[src/logic/alu_regs.vh]
/*
  constants for the complement and decimal adjust datapath slice.
  assumes inclusion by bare name from the design files.
*/
`ifndef ALU_REGS_VH
`define ALU_REGS_VH
`define DATA_W 8
`define NIB_LIMIT 4'h9
`define NIB_FIX 4'h6
`define CORR_NONE 8'h00
`define CORR_LOW 8'h06
`define CORR_HIGH 8'h60
`define CORR_BOTH 8'h66
`define ACC_RST 8'h00
`define FLAG_RST 1'h0
`endif

[src/logic/bcd_corrector.v]
/*
  combinational decimal adjust of one byte.
  assumes flags and byte are stable for the cycle they are used.
*/
`default_nettype none
`include "alu_regs.vh"
module bcd_corrector (
  input wire [7:0] src,
  input wire half_carry_in,
  input wire carry_in,
  output wire [7:0] result,
  output wire carry_out,
  output wire [7:0] correction
);
  wire low_fix;
  wire high_fix;
  wire [8:0] sum;
  assign low_fix = (src[3:0] > `NIB_LIMIT) | half_carry_in;
  assign high_fix = (src[7:4] > `NIB_LIMIT) | carry_in;
  assign correction = high_fix ? (low_fix ? `CORR_BOTH : `CORR_HIGH) :
                      (low_fix ? `CORR_LOW : `CORR_NONE);
  assign sum = {1'b0, src} + {1'b0, correction};
  assign result = sum[7:0];
  // carry sets on overflow, else holds
  assign carry_out = sum[8] | carry_in;
endmodule
`default_nettype wire

[src/logic/complement_and_decimal_adjust_alu.v]
/*
  datapath slice running the complement-to-accumulator and
  decimal-adjust-to-memory instructions.
  assumes the decoder pulses one op strobe per instruction cycle and
  presents the addressed memory byte on mem_rdata that same cycle.
*/
`default_nettype none
`include "alu_regs.vh"
////////////////////////////////////////////////////////////////////
// Overview of operation
// - complement memory byte into accumulator, update zero
// - memory byte untouched by complement
// - decimal adjust writes accumulator result to memory
// - low nibble plus six if above nine/half-carry
// - high nibble plus six if above nine/carry
// - correction is 00, 06, 60 or 66
module complement_and_decimal_adjust_alu #(
  parameter W = 8
) (
  input wire core_clk,
  input wire sys_rst,
  input wire complement_to_accumulator,
  input wire decimal_adjust_to_memory,
  input wire [W-1:0] mem_rdata,
  input wire acc_load,
  input wire [W-1:0] acc_wdata,
  input wire flag_load,
  input wire zero_wdata,
  input wire carry_wdata,
  input wire half_carry_wdata,
  output reg [W-1:0] acc_q,
  output reg zero_flag_q,
  output reg carry_flag_q,
  output reg half_carry_flag_q,
  output reg mem_we_q,
  output reg [W-1:0] mem_wdata_q
);
  localparam [2:0] OP_NONE = 3'h1;
  localparam [2:0] OP_INVERT = 3'h2;
  localparam [2:0] OP_ADJUST = 3'h4;

  wire [7:0] adj_result;
  wire adj_carry;
  wire [W-1:0] inv_byte;
  wire [2:0] op_sel;
  reg [W-1:0] acc_d;
  reg zero_flag_d;
  reg carry_flag_d;
  reg half_carry_flag_d;
  reg mem_we_d;
  reg [W-1:0] mem_wdata_d;

  ////////////////////////////////////////////////////////////////////
  // complement wins if decoder ever asserts both strobes
  function [2:0] op_decode;
    input inv_strobe;
    input adj_strobe;
    begin
      if (inv_strobe) begin
        op_decode = OP_INVERT;
      end else if (adj_strobe) begin
        op_decode = OP_ADJUST;
      end else begin
        op_decode = OP_NONE;
      end
    end
  endfunction

  function is_zero;
    input [W-1:0] value;
    begin
      is_zero = (value == {W{1'h0}});
    end
  endfunction

  assign op_sel = op_decode(complement_to_accumulator, decimal_adjust_to_memory);

  ////////////////////////////////////////////////////////////////////
  genvar bit_idx;
  generate
    for (bit_idx = 0; bit_idx < W; bit_idx = bit_idx + 1) begin : g_invert
      assign inv_byte[bit_idx] = ~mem_rdata[bit_idx];
    end
  endgenerate

  bcd_corrector u_bcd (
    .src(acc_q),
    .half_carry_in(half_carry_flag_q),
    .carry_in(carry_flag_q),
    .result(adj_result),
    .carry_out(adj_carry),
    .correction()
  );

  ////////////////////////////////////////////////////////////////////
  always @* begin
    acc_d = acc_q;
    case (op_sel)
      OP_INVERT: begin
        acc_d = inv_byte;
      end
      OP_ADJUST: begin
        acc_d = acc_q;
      end
      OP_NONE: begin
        if (acc_load) begin
          acc_d = acc_wdata;
        end
      end
      default: begin
        acc_d = acc_q;
      end
    endcase
  end

  always @* begin
    zero_flag_d = zero_flag_q;
    case (op_sel)
      OP_INVERT: begin
        zero_flag_d = is_zero(inv_byte);
      end
      OP_ADJUST: begin
        zero_flag_d = zero_flag_q;
      end
      OP_NONE: begin
        if (flag_load) begin
          zero_flag_d = zero_wdata;
        end
      end
      default: begin
        zero_flag_d = zero_flag_q;
      end
    endcase
  end

  always @* begin
    carry_flag_d = carry_flag_q;
    case (op_sel)
      OP_INVERT: begin
        carry_flag_d = carry_flag_q;
      end
      OP_ADJUST: begin
        carry_flag_d = adj_carry;
      end
      OP_NONE: begin
        if (flag_load) begin
          carry_flag_d = carry_wdata;
        end
      end
      default: begin
        carry_flag_d = carry_flag_q;
      end
    endcase
  end

  always @* begin
    half_carry_flag_d = half_carry_flag_q;
    case (op_sel)
      OP_INVERT: begin
        half_carry_flag_d = half_carry_flag_q;
      end
      OP_ADJUST: begin
        half_carry_flag_d = half_carry_flag_q;
      end
      OP_NONE: begin
        if (flag_load) begin
          half_carry_flag_d = half_carry_wdata;
        end
      end
      default: begin
        half_carry_flag_d = half_carry_flag_q;
      end
    endcase
  end

  always @* begin
    mem_we_d = 1'h0;
    case (op_sel)
      OP_INVERT: begin
        mem_we_d = 1'h0;
      end
      OP_ADJUST: begin
        mem_we_d = 1'h1;
      end
      default: begin
        mem_we_d = 1'h0;
      end
    endcase
  end

  always @* begin
    mem_wdata_d = mem_wdata_q;
    case (op_sel)
      OP_ADJUST: begin
        mem_wdata_d = adj_result;
      end
      default: begin
        mem_wdata_d = mem_wdata_q;
      end
    endcase
  end

  ////////////////////////////////////////////////////////////////////
  // write data holds between adjusts so memory may latch it late
  always @(posedge core_clk) begin
    if (sys_rst) begin
      acc_q <= `ACC_RST;
      zero_flag_q <= `FLAG_RST;
      carry_flag_q <= `FLAG_RST;
      half_carry_flag_q <= `FLAG_RST;
      mem_we_q <= `FLAG_RST;
      mem_wdata_q <= `ACC_RST;
    end else begin
      acc_q <= acc_d;
      zero_flag_q <= zero_flag_d;
      carry_flag_q <= carry_flag_d;
      half_carry_flag_q <= half_carry_flag_d;
      mem_we_q <= mem_we_d;
      mem_wdata_q <= mem_wdata_d;
    end
  end
endmodule
`default_nettype wire

[config.mk]
export PLATFORM = sky130hd
export DESIGN_NAME = complement_and_decimal_adjust_alu
export DESIGN_NICKNAME = d
export VERILOG_FILES = /design/src/logic/bcd_corrector.v /design/src/logic/complement_and_decimal_adjust_alu.v
export VERILOG_INCLUDE_DIRS = /design/src /design/src/logic
export SDC_FILE = /design/constraint.sdc
export NUM_CORES = 1
export LEC_CHECK = 0
export BUFFER_PORTS_ARGS = -buffer_cell sky130_fd_sc_hd__buf_4
export CORE_ASPECT_RATIO = 0.5
export CORE_UTILIZATION = 43
export CTS_CLUSTER_DIAMETER = 30
export DETAILED_ROUTE_END_ITERATION = 7
export PLACE_DENSITY = 0.84
export SKIP_CTS_REPAIR_TIMING = 1
export SLEW_MARGIN = 20
export SYNTH_ARGS = -nofsm -noshare
export SYNTH_HDL_FRONTEND = slang
export SYNTH_HIERARCHICAL = 1
export SYNTH_SLANG_ARGS = --single-unit
[constraint.sdc]
create_clock -name core_clk -period 1.67 [get_ports core_clk]
set_input_delay 0.4175 -clock core_clk [delete_from_list [all_inputs] [get_ports core_clk]]
set_output_delay 0.4175 -clock core_clk [all_outputs]
set_load 0.01 [all_outputs]
==> results of run 1 <==
power breakdown:
part           switching (µW)  internal [µW]
clock                     166            320
sequential               26.7            509
combinational             174            191
sequential cells by signal (all words and copies together), names as in the netlist:
name               flops
acc_q                  8
carry_flag_q           1
half_carry_flag_q      1
mem_wdata_q            8
mem_we_q               1
zero_flag_q            1
routing by layer:
layer / track usage, % / wire [µm] / vias to the layer above
met5: 0 / 0 / -
met4: 5.39 / 42 / 0
met3: 5.39 / 200 / 7
met2: 41.2 / 1510 / 53
met1: 26.0 / 1370 / 541
li1: - / - / 561
how the worst max path moves through the flow:
stage	depth (start not counted)	slack (ns)	end	from
after floorplan	8	-0.03	mem_wdata_q[7]	acc_q[2]
after global placement	8	0.04	mem_wdata_q[7]	acc_q[2]
after detailed placement	8	-0.03	mem_wdata_q[7]	acc_q[2]
after CTS	8	-0.07	mem_wdata_q[6]	acc_q[6]
after global routing	8	-0.15	mem_wdata_q[7]	acc_q[2]
final	8	-0.03	mem_wdata_q[5]	acc_q[2]
worst max-delay path: stages, from the launching register on:
cell and delay (ns):
dfxtp_2 0.33, o21ai_2 0.13, nand2b_1 0.11, ha_2 0.21
fa_2 0.39, nand3_1 0.15, xnor2_1 0.14, nand2_1 0.07
a21oi_1 0.11
cell type report:
type                    count  area, µm²  area share [%]
multi-input cells         100        704            42.6
repair buffers             56        420            25.4
flip-flops and latches     20        403            24.4
well taps                  35       43.8            2.65
clock buffers               3       41.3            2.50
clock inverters             1       30.0            1.82
inverters                   3       11.3           0.681
through the flow:
step           setup TNS (ns)  util, %  setup slack, ns  hold slack [ns]
2_1_floorplan         -0.0309        -          -0.0309            0.481
3_3_place_gp                0     66.0           0.0363            0.445
3_5_place_dp          -0.0571     66.0          -0.0303            0.451
4_1_cts                -0.293     69.1          -0.0747            0.408
5_1_grt                -0.451     72.0           -0.147            0.412
6_report              -0.0881     72.0          -0.0339            0.409
==> results_dict.tcl, run 1 <==
set metrics [dict create \
    grt_pass1_vias 993 \
    finalSetupViolCount 3 \
    nFillCells 172 \
    start_util_pct 47.4 \
    crit_arrival_ns 1.90 \
    min_path_cells 3 \
    mostFrequentLayoutCell "buf_4" \
    area_delta_synth_final_pct 52.0 \
    grt_overflow 0 \
    postLayoutSetupSlackWorst_ns -0.0339 \
    route.detailed.drc 0 \
    hp-start "acc_wdata[5]" \
    status "complete, but fails checks" \
    insertion_delay_ns 0.26 \
    die_w_um 73.2 \
    cts-root-buf "clkbuf_8" \
    final_area_um2 1650 \
    track_usage_pct 22.1 \
    grt_setup_unrepaired "true" \
    endpoint_kind "flip-flop" \
    fin_crit_ns 1.70 \
    path_max_fanout 3 \
    ys_warn_count 6 \
    path_clk_slew_ns 0.08 \
    post_drt_wl_per_cell_um 14.3 \
    min_to "acc_q[5]" \
    powerDensity_nw_per_um2 839 \
    placed_cell_area_um2 1520 \
    hp-class "in -> reg" \
    firstDrtPassIters 4 \
    critPathKind "reg -> reg" \
    die_h_um 37.6 \
    period_share_pct 102 \
    final_layout_size_suffix_gt1_share_pct 45.9 \
    syn_area_per_cell_um2 8.31 \
    cts.sinks 20 \
    dr.first_iter.drc_count 79 \
    antenna_found_initial 0 \
    worst_pin_slew_ns 0.447 \
    grt_pass1_wl_um 4460 \
    cts_buffer_depth 2 \
    final_cells 218 \
    dp_cells 214 \
    ant_nets 0 \
    numPortBuffers 44 \
    hpwl_um 2070 \
    ir_drop_mv 0.465 \
    syn-num-nets 161 \
    worstRegToRegCells 8 \
    core_um2 2300 \
    io_pins 45 \
    num_rows 12 \
    layout.nets 214 \
    viasPerCell 5.33 \
    hold_violations 0 \
    start_kind "flip-flop" \
    netlist_area_um2 1090 \
    final_cell_mix "56 x buf_4, 26 x nand2_1, 18 x dfxtp_1" \
    cts_tree "yes" \
    r2r_end "mem_wdata_q[5]" \
    fmax_ghz 0.587 \
    drv_cap 0 \
    grt_max_degree 18 \
    syn_inst 131 \
    timing.rr.start "acc_q[2]" \
    drv_slew 0 \
    r2r_setup_slack_ns -0.03 \
    gp_congestion 0.813 \
    fin_skew_ns 0.00666 \
    antennaDiodeCount 0 \
    required_ns 1.86 \
    num_vias 1162 \
    htree_levels 1 \
    cts_buffers 3 \
    violations "negative setup slack" \
    slew_headroom_pct 70.2 \
    routed_wl_um 3120 \
    power_uw 1390 \
    die-area_um2 2750 \
    power_leakage_uw 0.000735 \
]
No activity file was read; power rests on OpenSTA's default activity.
==> run 2, diff against run 1 <==
Settings changed: PLACE_DENSITY 0.84 to 0.83, SYNTH_HIERARCHICAL 1 to not set.
==> run 2 against run 1 <==
Against the previous run: maximum frequency fell by 4.2%; final cell count rose by 2.3%; first-iteration DRC count fell by 33%; the run still ends with negative setup slack left; critical path type unchanged; highest routed layer unchanged; power fell by 12%; largest cell class unchanged.
==> results_dict.tcl, run 2 <==
set metrics [dict create \
    status "complete, but fails checks" \
    violations "negative setup slack" \
    core_um2 2390 \
    syn_area_per_cell_um2 8.52 \
    fin_skew_ns 0.00458 \
    firstDrtPassIters 6 \
    dp_cells 218 \
    r2r_setup_slack_ns -0.11 \
    start_kind "flip-flop" \
    num_rows 12 \
    cp_slowest_cell "fa_2" \
    yosys.area.top_type "dfxtp_1" \
    worstRegToRegCells 7 \
    post_drt_wl_per_cell_um 14.8 \
    r2r_end "mem_wdata_q[7]" \
    min_path_cells 3 \
    synthXorXnorAreaFrac_pct 1.49 \
    critPathTopFamily "adder cells" \
    cts-root-buf "clkbuf_8" \
    period_share_pct 106 \
    finalSetupViolCount 3 \
    hp-class "in -> reg" \
    ir_drop_mv 0.348 \
    reg_top3 "acc_q x8, mem_wdata_q x8" \
    min_to "half_carry_flag_q" \
    slew_headroom_pct 64.8 \
    yosys.area_share.adder_pct 5.96 \
    cts_buffer_depth 2 \
    crit_arrival_ns 1.98 \
    grt_setup_unrepaired "true" \
    powerDensity_nw_per_um2 715 \
    crit_chain "o21ai_2, nand2b_1, ha_2, fa_2, and3_4, a2111oi_2, nand3b_1" \
    grt_max_degree 34 \
    antenna_found_initial 0 \
    synth.most_common_cell "dfxtp_1" \
    power_leakage_uw 0.000745 \
    htree_levels 1 \
    synthSimpleGateAreaFrac_pct 31.4 \
    worst-path-stages 7 \
    nFillCells 187 \
    synth_top_area_share_pct 34.0 \
    grt_overflow 0 \
    dr.first_iter.drc_count 53 \
    required_ns 1.87 \
    drv_slew 0 \
    grt_pass1_wl_um 5100 \
    layout.nets 220 \
    final_cells 223 \
    path_max_fanout 2 \
    path_clk_slew_ns 0.07 \
    die_h_um 39.0 \
    grt_pass1_vias 1130 \
    synth-edff-count 0 \
    fmax_ghz 0.562 \
    cts.sinks 20 \
    postLayoutSetupSlackWorst_ns -0.108 \
    num_vias 1236 \
    synth-seq-cells 20 \
    start_util_pct 49.3 \
    io_pins 45 \
    power_uw 1220 \
    drv_cap 0 \
    synthMuxAreaShare_pct 0.851 \
    synth_top_family_by_area "simple AND/OR/NAND/NOR gates" \
    critPathKind "reg -> reg" \
    cts_tree "yes" \
    final_cell_mix "57 x buf_4, 17 x dfxtp_1, 10 x o21ai_0" \
    synthTopCellsByArea "dfxtp_1 34%, nor3b_1 5.7%, o21ai_0 5.1%" \
    insertion_delay_ns 0.26 \
    track_usage_pct 23.1 \
    numPortBuffers 44 \
    die-area_um2 2960 \
    timing.rr.start "acc_q[1]" \
    fin_crit_ns 1.78 \
    final-seq-area_um2 404 \
    worst_pin_slew_ns 0.521 \
    viasPerCell 5.54 \
    final_layout_size_suffix_gt1_share_pct 40.4 \
    multi_input_area_um2 761 \
    final_util_pct 71.2 \
    slowest_delay_ns 0.37 \
    synthFlopType "dfxtp_1" \
    gp_congestion 0.734 \
    endpoint_kind "flip-flop" \
    ys_warn_count 0 \
    hpwl_um 2330 \
    synthArstFlopShare_pct 0 \
    route.detailed.drc 0 \
    antennaDiodeCount 0 \
    hold_slack_ns 0.406 \
    netlist_area_um2 1180 \
    ys_types 38 \
    synth_compound_area_share_pct 20.4 \
    die_w_um 76.0 \
    syn_inst 138 \
    finalSetupTns_ns -0.159 \
    ant_nets 0 \
    cts_buffers 3 \
    hp-start "half_carry_wdata" \
    yosysSeqAreaShare_pct 34.0 \
    mostFrequentLayoutCell "buf_4" \
    hold_violations 0 \
    worst-path-buf-inv 0 \
    area_delta_synth_final_pct 44.6 \
    syn-num-nets 168 \
    synthTopCellsByCount "20 x dfxtp_1, 12 x o21ai_0, 9 x nor3_1, 9 x nor3b_1" \
    routed_wl_um 3300 \
]
==> run 2: cell families (layout without fill, tap and decap cells) <==
logic type | count (synthesis) | count (layout)
buf+inv | 14 | 64
flops | 20 | 20
simple gates | 61 | 61
xor+xnor | 2 | 2
compound gates | 35 | 35
mux | 1 | 1
fa+ha+maj | 5 | 5
==> run 2: final cells by class <==
class | count | area share [%]
Tap cell | 35 | 2.58
Timing Repair Buffer | 58 | 25.8
Multi-Input combinational cell | 104 | 44.7
Clock buffer | 3 | 2.43
Sequential cell | 20 | 23.8
Inverter | 3 | 0.662
==> run 2: worst max-delay path by stage <==
stage,startpoint,endpoint,slack [ns]
after floorplan,acc_q[2],mem_wdata_q[7],-0.12
after global placement,acc_q[1],mem_wdata_q[7],-0.06
after detailed placement,acc_q[1],mem_wdata_q[7],-0.12
after CTS,acc_q[1],mem_wdata_q[7],-0.16
after global routing,acc_q[1],mem_wdata_q[7],-0.20
final,acc_q[1],mem_wdata_q[7],-0.11
==> run 2: metrics by stage <==
stage	setup slack, ns	cell area (µm²)
final	-0.108	1700
after global routing	-0.197	1700
after CTS	-0.162	1640
after detailed placement	-0.124	1600
after global placement	-0.0577	1600
after floorplan	-0.124	1190
==> run 2: power breakdown <==
group	leakage, µW	switching (µW)	internal [µW]
Clock	0.0000216	147	161
Combinational	0.000558	178	194
Sequential	0.000166	22.8	512
Total	0.000745	349	867
==> run 2: worst min-delay path, delay by kind of cell <==
kind	cells	cell delay (ns)
mux	1	0.05
buf+inv	1	0.07
simple gates	1	0.08
==> run 2: routing by layer <==
metal | vias to the layer above | global-route usage [%] | routed length, µm
li1 | 618 | - | -
met1 | 571 | 28.3 | 1570
met2 | 41 | 42.3 | 1530
met3 | 6 | 5.18 | 165
met4 | 0 | 6.73 | 33
met5 | - | 0 | 0
==> run 3, diff against run 2 <==
Settings changed: CTS_BUF_LIST set to sky130_fd_sc_hd__clkbuf_16.
==> run 3 against run 2 <==
Against the previous run: the run still ends with negative setup slack left; final area is 2.4% higher; utilization rose by 1.7 points; flip-flop and latch count did not move; critical path type unchanged; critical endpoint unchanged; largest cell class unchanged; largest power group unchanged; highest routed layer unchanged.
==> results_dict.tcl, run 3 (synthesis gave the netlist of run 2 again) <==
set metrics [dict create \
    start_util_pct 49.3 \
    critPathTopFamily "adder cells" \
    final_cell_mix "56 x buf_4, 16 x dfxtp_1, 10 x o21ai_0" \
    fin_skew_ns 0.00367 \
    post_drt_wl_per_cell_um 15.5 \
    antennaDiodeCount 0 \
    die-area_um2 2960 \
    ir_drop_mv 0.482 \
    core_um2 2390 \
    powerDensity_nw_per_um2 805 \
    num_vias 1240 \
    worst-path-buf-inv 0 \
    worst_pin_slew_ns 0.457 \
    antenna_found_initial 0 \
    fin_crit_ns 1.77 \
    io_pins 45 \
    wl_met3_um 167 \
    start_kind "flip-flop" \
    grt_max_degree 34 \
    drv_cap 0 \
    cts_buffer_depth 2 \
    die_h_um 39.0 \
    top_layer_used "met4" \
    cts.sinks 20 \
    route.detailed.drc 0 \
    slew_headroom_pct 69.1 \
    die_w_um 76.0 \
    firstDrtPassIters 4 \
    gp_congestion 0.734 \
    grt_setup_unrepaired "true" \
    hold_violations 0 \
    slowest_delay_ns 0.34 \
    cts_tree "yes" \
    dp_cells 218 \
    endpoint_kind "flip-flop" \
    area_delta_synth_final_pct 48.0 \
    viasPerCell 5.59 \
    path_max_fanout 2 \
    met2_length_um 1680 \
    grt_pass1_wl_um 5240 \
    finalSetupTns_ns -0.153 \
    track_usage_pct 23.8 \
    hp-class "in -> reg" \
    critPathKind "reg -> reg" \
    postLayoutSetupSlackWorst_ns -0.101 \
    worstRegToRegCells 7 \
    dp_slack_ns -0.124 \
    min_path_cells 3 \
    path_clk_slew_ns 0.05 \
    crit_arrival_ns 1.96 \
    hpwl_um 2330 \
    reg_top3 "acc_q x8, mem_wdata_q x8" \
    dr.first_iter.drc_count 70 \
    cts_buffers 3 \
    drt-met1-wl_um 1570 \
    final_cells 222 \
    power_leakage_uw 0.000752 \
    num_rows 12 \
    mostFrequentLayoutCell "buf_4" \
    worst-path-stages 7 \
    finalSetupViolCount 3 \
    fmax_ghz 0.565 \
    cts-root-buf "clkbuf_16" \
    htree_levels 1 \
    cp_slowest_cell "fa_2" \
    violations "negative setup slack" \
    numPortBuffers 44 \
    drv_slew 0 \
    period_share_pct 106 \
    grt_pass1_vias 1135 \
    crit_chain "o21ai_2, nand2b_1, ha_2, fa_2, and3_4, a2111oi_2, nand3b_1" \
    grt_overflow 0 \
    ant_nets 0 \
    routed_wl_um 3440 \
    required_ns 1.86 \
    layout.nets 219 \
    insertion_delay_ns 0.25 \
    nFillCells 176 \
    final_layout_size_suffix_gt1_share_pct 41.2 \
    status "complete, but fails checks" \
]
run 3: metal layers:
| layer | up-vias | global-route usage [%] |
|---|---|---|
| li1 | 619 | - |
| met2 | 38 | 44.8 |
| met5 | - | 0 |
| met1 | 581 | 29.0 |
| met4 | 0 | 5.77 |
| met3 | 2 | 4.94 |
run 3: layout make-up:
type	instances	area (µm²)	area share (%)
well taps	35	43.8	2.52
repair buffers	57	432	24.8
inverters	3	11.3	0.647
multi-input cells	104	773	44.4
clock buffers	3	75.1	4.31
flip-flops and latches	20	405	23.3
run 3: worst min-delay path, stage by stage:
cell     delay, ns
buf_4         0.07
mux2i_1       0.05
nor2_1        0.08
run 3: final timing paths:
check,slack [ns],from,to
hold reg to reg,0.47,mem_wdata_q[0],mem_wdata_q[0]
hold / removal,0.41,half_carry_wdata,half_carry_flag_q
setup reg to reg,-0.10,acc_q[1],mem_wdata_q[7]
setup / recovery,-0.10,acc_q[1],mem_wdata_q[7]
run 3: power breakdown:
part	switching, µW	total [µW]	internal [µW]
registers	23.1	536	513
clock network	167	482	315
logic	185	382	197
run 3: per-stage QoR:
step	area, µm²	power, µW	hold slack, ns	util, %
2_1_floorplan	1190	719	0.446	-
3_3_place_gp	1600	873	0.442	66.9
3_5_place_dp	1600	882	0.449	66.9
4_1_cts	1670	1360	0.417	70.0
5_1_grt	1740	1460	0.442	72.9
6_report	1740	1400	0.413	72.9
